===== config.mk =====
export PLATFORM = sky130hd
export DESIGN_NAME = cbsc_device_flat
export DESIGN_NICKNAME = d
export VERILOG_FILES = /design/src/design/cbsc_pkg.sv /design/src/design/cbsc_if.sv /design/src/design/cbsc_device.sv /design/src/flat_wrapper.sv
export SDC_FILE = /design/constraint.sdc
export NUM_CORES = 1
export LEC_CHECK = 0
export BUFFER_PORTS_ARGS = -buffer_cell sky130_fd_sc_hd__buf_4
export CAP_MARGIN = 30
export CORE_ASPECT_RATIO = 1.1
export CORE_MARGIN = 8
export CORE_UTILIZATION = 43
export DETAILED_ROUTE_END_ITERATION = 12
export PLACE_DENSITY = 0.75
export SYNTH_ARGS = -nofsm -noshare
export SYNTH_HDL_FRONTEND = slang
export SYNTH_SLANG_ARGS = --single-unit

===== constraint.sdc =====
create_clock -name clk_in -period 1.7 [get_ports clk_in]
set_clock_uncertainty 0.15 [all_clocks]
set_input_delay 0.34 -clock clk_in [delete_from_list [all_inputs] [get_ports clk_in]]
set_output_delay 0.34 -clock clk_in [all_outputs]
set_load 0.01 [all_outputs]

===== src/design/cbsc_pkg.sv =====
package cbsc_pkg;

	// ********************************************************************
	// Bus geometry
	// ********************************************************************
	localparam int ADDR_W = 8;
	localparam int DATA_W = 32;
	localparam int DC_W   = 8;
	localparam int SK_W   = 2;
	localparam int EVT_W  = 2;
	localparam int SYNC_W = 3;

	// ********************************************************************
	// Register offsets
	// ********************************************************************
	localparam logic [ADDR_W-1:0] OFS_SYSTEM_CONTROL = 8'h80;
	localparam logic [ADDR_W-1:0] OFS_DEVICE_CONTROL = 8'h91;
	localparam logic [ADDR_W-1:0] OFS_SOCKET_REQ_PIN = 8'h94;
	localparam logic [ADDR_W-1:0] OFS_EVENT_STATUS   = 8'hA0;
	localparam logic [ADDR_W-1:0] OFS_EVENT_MASK     = 8'hA4;

	// ********************************************************************
	// System control layout
	// ********************************************************************
	localparam int SC_BAD_SUPPLY_DISABLE = 21;
	localparam int SC_DMA_ENABLE         = 19;
	localparam int SC_CHAN_LSB           = 16;
	localparam int SC_CHAN_W             = 3;
	localparam int SC_ID_WRITE_ENABLE    = 3;
	localparam int SC_SAMPLING_MODE      = 2;
	localparam int SC_CLOCK_RUN_OVERRIDE = 1;
	localparam logic [DATA_W-1:0] SC_WMASK      = 32'h002F000E; // Bits 21, 19, 18:16, 3:1
	localparam logic [DATA_W-1:0] SC_RESET      = 32'h00040004;
	localparam logic [DATA_W-1:0] SC_FORCE_MASK = 32'h000F0000;
	localparam logic [SC_CHAN_W-1:0] CHAN_DEFAULT = 3'h4;

	// ********************************************************************
	// Device control layout
	// ********************************************************************
	localparam int DC_ZOOMED_VIDEO = 6;
	localparam int DC_SERIAL_LSB   = 3;
	localparam int DC_HOST_INT_MODE = 2;
	localparam int DC_LEGACY_MODE  = 1;
	localparam int DC_FUNC_FLAG    = 0;
	localparam logic [DC_W-1:0] DC_WMASK     = 8'h5E;
	localparam logic [DC_W-1:0] DC_RESET     = 8'h00;
	localparam logic [DC_W-1:0] DC_HOST_PASS = 8'h01;

	// ********************************************************************
	// Socket request pin and event registers
	// ********************************************************************
	localparam logic [SK_W-1:0]  SK_RESET   = 2'h0;
	localparam logic [EVT_W-1:0] EVT_RESET  = 2'h0;
	localparam int EVT_CARD_FUNCTION = 0;
	localparam int EVT_BAD_SUPPLY    = 1;
	localparam logic [DATA_W-1:0] DATA_ZERO = 32'h00000000;

endpackage : cbsc_pkg


===== src/design/cbsc_if.sv =====
`timescale 1ns/1ns
interface cbsc_if;
	logic [cbsc_pkg::ADDR_W-1:0] addr;
	logic [cbsc_pkg::DATA_W-1:0] wdata;
	logic                        wr;
	logic                        rd;
	logic [cbsc_pkg::DATA_W-1:0] rdata;

	// Register bank end
	modport device (
		input  addr,
		input  wdata,
		input  wr,
		input  rd,
		output rdata
	);

	// Configuring processor end
	modport host (
		output addr,
		output wdata,
		output wr,
		output rd,
		input  rdata
	);
endinterface : cbsc_if


===== src/design/cbsc_device.sv =====
`timescale 1ns/1ns
module cbsc_device (
	input  wire logic                         clk_in,
	input  wire logic                         rst_in,
	input  wire logic                         ce_in,
	cbsc_if.device                            bus,
	input  wire logic                         card_request_in,
	input  wire logic                         bad_supply_in,
	input  wire logic                         clock_request_in,
	output logic                              clock_run_n_out,
	output logic                              clock_run_n_oe_out,
	output logic                              card_function_irq_out,
	output logic                              bad_supply_request_out,
	output logic                              identifier_write_enable_out,
	output logic                              irq_out
);

	// ********************************************************************
	// State
	// ********************************************************************
	typedef struct packed {
		logic [cbsc_pkg::DATA_W-1:0] sys_ctl;
		logic [cbsc_pkg::DC_W-1:0]   dev_ctl;
		logic [cbsc_pkg::SK_W-1:0]   pin_cfg;
		logic [cbsc_pkg::EVT_W-1:0]  status;
		logic [cbsc_pkg::EVT_W-1:0]  mask;
		logic [cbsc_pkg::SYNC_W-1:0] card_sync;
		logic [cbsc_pkg::SYNC_W-1:0] supply_sync;
		logic                        card_async_lvl;
		logic                        card_sync_lvl;
		logic                        card_prev;
		logic                        supply_lvl;
		logic                        supply_prev;
		logic [cbsc_pkg::DATA_W-1:0] rdata;
		logic                        clock_run_oe;
		logic                        func_irq;
		logic                        supply_req;
		logic                        id_we;
		logic                        irq;
	} cbsc_dev_s;

	cbsc_dev_s state_ff;
	cbsc_dev_s nxt_state;

	// ********************************************************************
	// Reset value of the whole state
	// ********************************************************************
	localparam cbsc_dev_s RESET_STATE = '{
		sys_ctl:        cbsc_pkg::SC_RESET,
		dev_ctl:        cbsc_pkg::DC_RESET,
		pin_cfg:        cbsc_pkg::SK_RESET,
		status:         cbsc_pkg::EVT_RESET,
		mask:           cbsc_pkg::EVT_RESET,
		card_sync:      '0,
		supply_sync:    '0,
		card_async_lvl: 1'b0,
		card_sync_lvl:  1'b0,
		card_prev:      1'b0,
		supply_lvl:     1'b0,
		supply_prev:    1'b0,
		rdata:          cbsc_pkg::DATA_ZERO,
		clock_run_oe:   1'b0,
		func_irq:       1'b0,
		supply_req:     1'b0,
		id_we:          1'b0,
		irq:            1'b0
	};

	// ********************************************************************
	// Next-state logic
	// ********************************************************************
	logic                        sel_lvl;
	logic                        card_detect;
	logic                        supply_detect;
	logic [cbsc_pkg::EVT_W-1:0]  events;
	logic [cbsc_pkg::EVT_W-1:0]  st_after;
	logic [cbsc_pkg::DATA_W-1:0] rd_word;
	logic                        hit_sc;
	logic                        hit_dc;
	logic                        hit_sk;
	logic                        hit_st;
	logic                        hit_mk;

	// Address decode
	always_comb begin
		hit_sc = (bus.addr == cbsc_pkg::OFS_SYSTEM_CONTROL);
		hit_dc = (bus.addr == cbsc_pkg::OFS_DEVICE_CONTROL);
		hit_sk = (bus.addr == cbsc_pkg::OFS_SOCKET_REQ_PIN);
		hit_st = (bus.addr == cbsc_pkg::OFS_EVENT_STATUS);
		hit_mk = (bus.addr == cbsc_pkg::OFS_EVENT_MASK);
	end

	// Read multiplexer, reserved bits zero, unmapped reads zero
	always_comb begin
		rd_word = cbsc_pkg::DATA_ZERO;
		if (hit_sc) begin
			rd_word = state_ff.sys_ctl & cbsc_pkg::SC_WMASK;
		end else if (hit_dc) begin
			rd_word[cbsc_pkg::DC_W-1:0] = state_ff.dev_ctl;
		end else if (hit_sk) begin
			rd_word[cbsc_pkg::SK_W-1:0] = state_ff.pin_cfg;
		end else if (hit_st) begin
			rd_word[cbsc_pkg::EVT_W-1:0] = state_ff.status;
		end else if (hit_mk) begin
			rd_word[cbsc_pkg::EVT_W-1:0] = state_ff.mask;
		end
	end

	always_comb begin
		nxt_state = state_ff;

		// Three-stage synchronisers, second and third must agree
		nxt_state.card_sync   = {state_ff.card_sync[1:0], card_request_in};
		nxt_state.supply_sync = {state_ff.supply_sync[1:0], bad_supply_in};
		if (state_ff.card_sync[1] == state_ff.card_sync[2]) begin
			nxt_state.card_async_lvl = state_ff.card_sync[2];
		end
		if (state_ff.supply_sync[1] == state_ff.supply_sync[2]) begin
			nxt_state.supply_lvl = state_ff.supply_sync[2];
		end

		// Single clocked sample for a source already on this clock
		nxt_state.card_sync_lvl = card_request_in;

		// Choose sampling path for card function requests
		sel_lvl = state_ff.sys_ctl[cbsc_pkg::SC_SAMPLING_MODE] ?
			state_ff.card_async_lvl : state_ff.card_sync_lvl;
		nxt_state.card_prev   = sel_lvl;
		card_detect           = sel_lvl & ~state_ff.card_prev;
		nxt_state.supply_prev = state_ff.supply_lvl;
		supply_detect = state_ff.supply_lvl & ~state_ff.supply_prev &
			~state_ff.sys_ctl[cbsc_pkg::SC_BAD_SUPPLY_DISABLE];

		// Register writes, only writable bits are stored
		if (bus.wr) begin
			if (hit_sc) begin
				nxt_state.sys_ctl = (bus.wdata & cbsc_pkg::SC_WMASK) |
					(state_ff.sys_ctl & ~cbsc_pkg::SC_WMASK);
			end else if (hit_dc) begin
				nxt_state.dev_ctl = (bus.wdata[cbsc_pkg::DC_W-1:0] & cbsc_pkg::DC_WMASK) |
					(state_ff.dev_ctl & ~cbsc_pkg::DC_WMASK);
				if (bus.wdata[cbsc_pkg::DC_FUNC_FLAG]) begin
					nxt_state.dev_ctl[cbsc_pkg::DC_FUNC_FLAG] = 1'b0;
				end
			end else if (hit_sk) begin
				nxt_state.pin_cfg = bus.wdata[cbsc_pkg::SK_W-1:0];
			end else if (hit_mk) begin
				nxt_state.mask = bus.wdata[cbsc_pkg::EVT_W-1:0];
			end
		end

		// Function flag: detection wins over a same-cycle clear
		if (card_detect) begin
			nxt_state.dev_ctl[cbsc_pkg::DC_FUNC_FLAG] = 1'b1;
		end

		// Sticky event status, cleared by a read, set wins
		events = '0;
		events[cbsc_pkg::EVT_CARD_FUNCTION] = card_detect;
		events[cbsc_pkg::EVT_BAD_SUPPLY]    = supply_detect;
		st_after = (bus.rd && hit_st) ? cbsc_pkg::EVT_RESET : state_ff.status;
		nxt_state.status = st_after | events;

		// Read data, valid only in the cycle after the strobe
		nxt_state.rdata = bus.rd ? rd_word : cbsc_pkg::DATA_ZERO;

		// Clock-run line: held driven low by override or local demand
		nxt_state.clock_run_oe =
			state_ff.sys_ctl[cbsc_pkg::SC_CLOCK_RUN_OVERRIDE] | clock_request_in;

		// Parallel interrupt output of the function flag
		nxt_state.func_irq =
			nxt_state.dev_ctl[cbsc_pkg::DC_FUNC_FLAG];

		// Bad-supply request forwarded only while valid
		nxt_state.supply_req = state_ff.supply_lvl &
			~state_ff.sys_ctl[cbsc_pkg::SC_BAD_SUPPLY_DISABLE];

		// Write gate for the external identifier registers
		nxt_state.id_we = nxt_state.sys_ctl[cbsc_pkg::SC_ID_WRITE_ENABLE];

		// Level interrupt from unmasked sticky bits
		nxt_state.irq = |(nxt_state.status & nxt_state.mask);
	end

	// ********************************************************************
	// State register
	// ********************************************************************
	always_ff @(posedge clk_in) begin
		if (rst_in) begin
			state_ff <= RESET_STATE;
		end else if (ce_in) begin
			state_ff <= nxt_state;
		end
	end

	// ********************************************************************
	// Outputs
	// ********************************************************************
	assign bus.rdata                   = state_ff.rdata;
	assign clock_run_n_out             = 1'b0;  // Open drain, only pulls low
	assign clock_run_n_oe_out          = state_ff.clock_run_oe;
	assign card_function_irq_out       = state_ff.func_irq;
	assign bad_supply_request_out      = state_ff.supply_req;
	assign identifier_write_enable_out = state_ff.id_we;
	assign irq_out                     = state_ff.irq;

endmodule : cbsc_device


===== src/flat_wrapper.sv =====
// flat-port wrapper written by rule: the top's interface ports become plain ports
module cbsc_device_flat 
  (clk_in, rst_in, ce_in, card_request_in, bad_supply_in, clock_request_in, clock_run_n_out, clock_run_n_oe_out, card_function_irq_out, bad_supply_request_out, identifier_write_enable_out, irq_out, bus_addr, bus_wdata, bus_wr, bus_rd, bus_rdata);
  cbsc_if bus_i ();
  input  wire logic clk_in;
  input  wire logic rst_in;
  input  wire logic ce_in;
  input  wire logic card_request_in;
  input  wire logic bad_supply_in;
  input  wire logic clock_request_in;
  output logic clock_run_n_out;
  output logic clock_run_n_oe_out;
  output logic card_function_irq_out;
  output logic bad_supply_request_out;
  output logic identifier_write_enable_out;
  output logic irq_out;
  input wire logic [$bits(bus_i.addr)-1:0] bus_addr;
  input wire logic [$bits(bus_i.wdata)-1:0] bus_wdata;
  input wire logic [$bits(bus_i.wr)-1:0] bus_wr;
  input wire logic [$bits(bus_i.rd)-1:0] bus_rd;
  output wire logic [$bits(bus_i.rdata)-1:0] bus_rdata;
  assign bus_i.addr = bus_addr;
  assign bus_i.wdata = bus_wdata;
  assign bus_i.wr = bus_wr;
  assign bus_i.rd = bus_rd;
  assign bus_rdata = bus_i.rdata;
  cbsc_device u_core (.clk_in(clk_in), .rst_in(rst_in), .ce_in(ce_in), .bus(bus_i), .card_request_in(card_request_in), .bad_supply_in(bad_supply_in), .clock_request_in(clock_request_in), .clock_run_n_out(clock_run_n_out), .clock_run_n_oe_out(clock_run_n_oe_out), .card_function_irq_out(card_function_irq_out), .bad_supply_request_out(bad_supply_request_out), .identifier_write_enable_out(identifier_write_enable_out), .irq_out(irq_out));
endmodule

After elaboration in Yosys (flattened, before gate mapping):

Index checks and enable logic that the tools add are counted.

* equality and inequality tests: 8
* mux-type cells: 23
* bitwise logic cells: 14
* reduce and logical (&&, ||, !) cells: 10

Operator list (count)
* $eq 8x8->1 const B: 5
* $mux 32: 1
* $or 22x32->32: 1
* $mux 14: 2
* $mux 2: 12
* $mux 8: 2
* $mux 10: 1
* $or 7x8->8: 1
* $reduce_and 4->1: 2
* $mux 6: 1
* $not 1->1: 5
* $reduce_and 5->1: 1
* $and 1x1->1: 4
* $mux 4: 1
* $reduce_and 2->1: 2
* $reduce_bool 2->1: 2
* $mux 1: 3
* $reduce_and 3->1: 1
* $and 2x2->2: 1
* $eq 1x1->1: 2
* $ne 2x1->1 const B: 1
* $or 2x2->2: 1
* $reduce_or 2->1: 1
* $logic_and 1x1->1: 1
* $or 1x1->1: 1

* register bits after elaboration: 92
* word-level logic and storage cells: 73
* output and inout bits: 38
* input bits: 48

Depth between registers and ports, before layout:

* depth in word-level cells: 8
* gate-level depth with buffers: 5
* depth with buffers taken out: 4

Worst setup path before layout:

OpenSTA, ideal clock, no wires.

* path type: in2reg
* start point: input bus_addr[1]
* end point: register u_core.state_ff, in the netlist u_core.bus.rdata[1]
* setup time: 0.087 ns
* required time: 1.463 ns
* arrival: 1.439 ns
* stages: 3
* buffers on the path: 0
* setup slack: 0.024 ns
* path through: or4b_4 o41a_1 o31ai_1

* cells in the longest elaborated chain, start to end: 7
* elaborated cells between the ends (all ways): 11
* classes of those cells: eq/ne (5); mux (6)

Ends and longest elaborated chain
* from (decl): RTL line flat_wrapper.sv:17 `input wire logic [$bits(bus_i.addr)-1:0] bus_addr;`
* $eq 8x8->1: RTL line cbsc_device.sv:90 `hit_mk = (bus.addr == cbsc_pkg::OFS_EVENT_MASK);`
* $mux 2: RTL line cbsc_device.sv:104 `end else if (hit_mk) begin`
* $mux 2: RTL line cbsc_device.sv:102 `end else if (hit_st) begin`
* $mux 2: RTL line cbsc_device.sv:100 `end else if (hit_sk) begin`
* $mux 2: RTL line cbsc_device.sv:98 `end else if (hit_dc) begin`
* $mux 8 *: RTL line cbsc_device.sv:96 `if (hit_sc) begin`
* $mux 32 *: RTL line cbsc_device.sv:165 `nxt_state.rdata = bus.rd ? rd_word : cbsc_pkg::DATA_ZERO;`
* to (signal assigned): RTL line cbsc_device.sv:193 `state_ff <= nxt_state;`
* to (decl): RTL line cbsc_device.sv:42 `cbsc_dev_s state_ff;`

Mark *: on every way between the ends. The rest lies on a longest branch, timed or not.
A chain may end at the register's enable or synchronous reset.

Final worst setup path:

* start point: input bus_addr[1]
* end point: register u_core.state_ff, in the netlist u_core.bus.rdata[3]

* cells in the longest elaborated chain, start to end: 4
* elaborated cells between the ends (all ways): 5
* classes of those cells: eq/ne (2); mux (3)

Ends and longest elaborated chain
* $eq 8x8->1: RTL line cbsc_device.sv:87 `hit_dc = (bus.addr == cbsc_pkg::OFS_DEVICE_CONTROL);`
* $mux 6: RTL line cbsc_device.sv:98
* $mux 8 *: RTL line cbsc_device.sv:96
* $mux 32 *: RTL line cbsc_device.sv:165

Marked as above.

==> run metrics <==
fillcell total 461; final setup violation count 0; Seq/Total Area, Yosys 41.91%; Tmin final 1.615 ns; Chip Height 90.16 um; detailed-router iteration count before antenna repair 4; Peak Freq 619.1 MHz; period utilisation layout 95.02%; min-delay src bus_wdata[21]; final antenna-violating net count 0; Comb pwr share 10.2%; area leader, netlist dfxtp_1; largest net degree at the start of global routing 17; clock transition at the registers of the reported paths 0.09 ns; #FFs+latches synth 45; FF-to-FF End u_core.bus.rdata[1]$_SDFFE_PP0P_; Total GRT Usage 13.33%; Detailed Place HPWL 3.804 mm; PwrDens 742.1 nW/um^2; Worst setup EP type flip-flop; clock sinks 45; initial antenna violation count 0; mapped cell area 2150 sq um; CP Class input pin to flip-flop; Worst-Skew Late Latency 0.30 ns; Switch Pwr 508.0 uW; Starting Density 43.88%; average cell area after synthesis 9.032 sq um; vias per inst 5.208; reg2reg start u_core.state_ff[51]$_SDFFE_PP0P_; Hold Buf Count CTS 0; CTS tree built; post_cts resized 0; dpl ws -0.1963 ns; run status completed; share of layout cells above drive strength 1 27.65%; Reg2Reg Depth 4; Switching Share 25.94%; Final Hold Fails 0; number of global-route vias before repair 1,759; die width 83.42 um; global-route wire length before repair 8.404 mm; wire length per cell 14.67 um; RSZ-0062 raised after global routing false; GRT overflow 0; Gate Count Post-Synth 238; Worst Slack Setup Final 0.08473 ns; Core ar. 4898 sq um; FF-to-FF setup slack 0.29 ns; ant diodes 0; Worst EP arrival 1.69 ns; Synthesis Warnings 0; number of remaining DRC errors 0; Hold Path Class input pin to flip-flop; top_reg_cell synth dfxtp_1; Slew Limit Fails 0; die area 7520 sq um; vias 1,828; P_int 1450 uW; Pwr Total 1958 uW; Post-synth EDFFs 0; WL final 5.150 mm; Max-cap violations 0; Worst Setup Start Kind input pin; post-CTS setup buffer count 0; Final GP Congestion 0.8171; Synth area leaders dfxtp_1 42%, buf_4 12%, mux2i_1 11%; I/O Buffers 44; number of buffers created by CTS 5; number of top-level pins 86; Cell variety after synth 45; WHS Path Cells 3; P_leak 0.001251 uW; nets 340; Row Count 27; part of the power in the clock network 35.2%; drt initial violations 161; largest fanout on the critical path 3; synth-to-layout area growth 22.76%; Hold Worst Slack 0.1104 ns; worst hold endpoint u_core.state_ff[83]$_SDFFE_PP0P_; Clock Tree Buf Depth 2; peak supply drop 554.6 uV; Seq pwr share 54.5%; fraction of registers with async set/reset 0%; CTS H-tree lvls 2; Critical Path RT 1.77 ns; share of the synthesized area in the top cell type 41.91%; clock root cell clkbuf_8
## placed cells by master, fill, tap and decap left out, drive strengths merged, types with 4 or more instances in the layout
cell type	Yosys	final
a22o	5	5
dfxtp	45	45
conb	1	20
inv	3	4
and2	4	4
nand3	7	7
nor2	34	34
a211oi	4	4
mux2i	23	23
a21oi	7	7
o21ai	8	8
clkbuf	4	5
nand2	11	11
nand4	5	5
buf	37	69
## critical path, cell delays in order
cell	delay (ns)
buf_4	0.11
or4b_4	0.54
nor3_1	0.25
buf_4	0.16
nand4_1	0.09
a31oi_1	0.19
## kinds of logic after synthesis
logic type      share of synthesized area [%]
compound gates                          13.45
buf+inv                                 13.68
flops                                   41.91
mux                                     10.71
other cells                            0.1745
simple gates                            20.08
## final cells by class
class,count,area [sq um],share of cell area (%)
multi-input combinational,167,1026,38.88
sequential,45,900.9,34.14
timing repair buffer,69,530.5,20.10
tap,58,72.57,2.750
clock buffer,5,68.82,2.608
clock inverter,3,25.02,0.9483
inverter,4,15.01,0.5690
## cells in the mapped netlist, types with 2 or more instances
master / n
buf_1: 3
nor3_1: 3
a21oi_1: 7
a211oi_1: 4
o211ai_1: 2
a32o_1: 2
mux2i_1: 23
o21ai_0: 8
nand4_1: 4
nor2_1: 34
nand2_1: 11
buf_4: 33
and3_1: 2
a31oi_1: 3
nor4b_1: 2
nand2b_1: 3
dfxtp_1: 45
nor2b_1: 2
clkbuf_1: 4
a22o_1: 5
and2_1: 4
inv_1: 3
a211o_1: 2
nand3_1: 6
nor4_1: 3
## flip-flops by register name, indices dropped and copies added (netlist names)
signal	count
u_core.irq_out	1
u_core.card_function_irq_out	1
u_core.state_ff	23
u_core.bus.rdata	12
u_core.nxt_state	5
u_core.clock_run_n_oe_out	1
u_core.bad_supply_request_out	1
u_core.identifier_write_enable_out	1
## per-layer routing
metal | part of all wire, % | up-vias | global-route usage [%]
li1 | - | 897 | -
met1 | 43 | 867 | 15.46
met2 | 49 | 59 | 22.13
met3 | 7.1 | 5 | 4.783
met4 | 0.70 | 0 | 4.467
met5 | 0 | - | 0
## power by group through the flow
stage               Clock, uW  Combinational, uW  Sequential [uW]
finish                    690                201             1070
detailed placement          0                195             1090
global route              772                218             1070
floorplan                   0                120             1090
CTS                       715                197             1070
global placement            0                193             1090
## how the worst max path moves through the flow
stage	to	depth (start not counted)	slack, ns	startpoint
floorplan	u_core.bus.rdata[1]$_SDFFE_PP0P_	3	0.02	bus_addr[1]
global placement	u_core.bus.rdata[2]$_SDFFE_PP0P_	6	-0.21	bus_addr[1]
detailed placement	u_core.bus.rdata[3]$_SDFFE_PP0P_	6	-0.20	bus_addr[1]
CTS	u_core.bus.rdata[2]$_SDFFE_PP0P_	6	0.11	bus_addr[1]
global route	u_core.bus.rdata[2]$_SDFFE_PP0P_	6	0.01	bus_addr[1]
finish	u_core.bus.rdata[3]$_SDFFE_PP0P_	6	0.08	bus_addr[1]
## through the flow
| stage | TNS (ns) | utilization [%] | cell area [sq um] | cells |
|---|---|---|---|---|
| after floorplan | 0 | - | 2221 | 257 |
| after global placement | -2.453 | 51.95 | 2545 | 343 |
| after detailed placement | -2.479 | 51.95 | 2545 | 343 |
| after CTS | 0 | 53.87 | 2639 | 351 |
| after global routing | 0 | 53.87 | 2639 | 351 |
| final | 0 | 53.87 | 2639 | 351 |
Note: power is estimated with default switching activity, not from simulation.
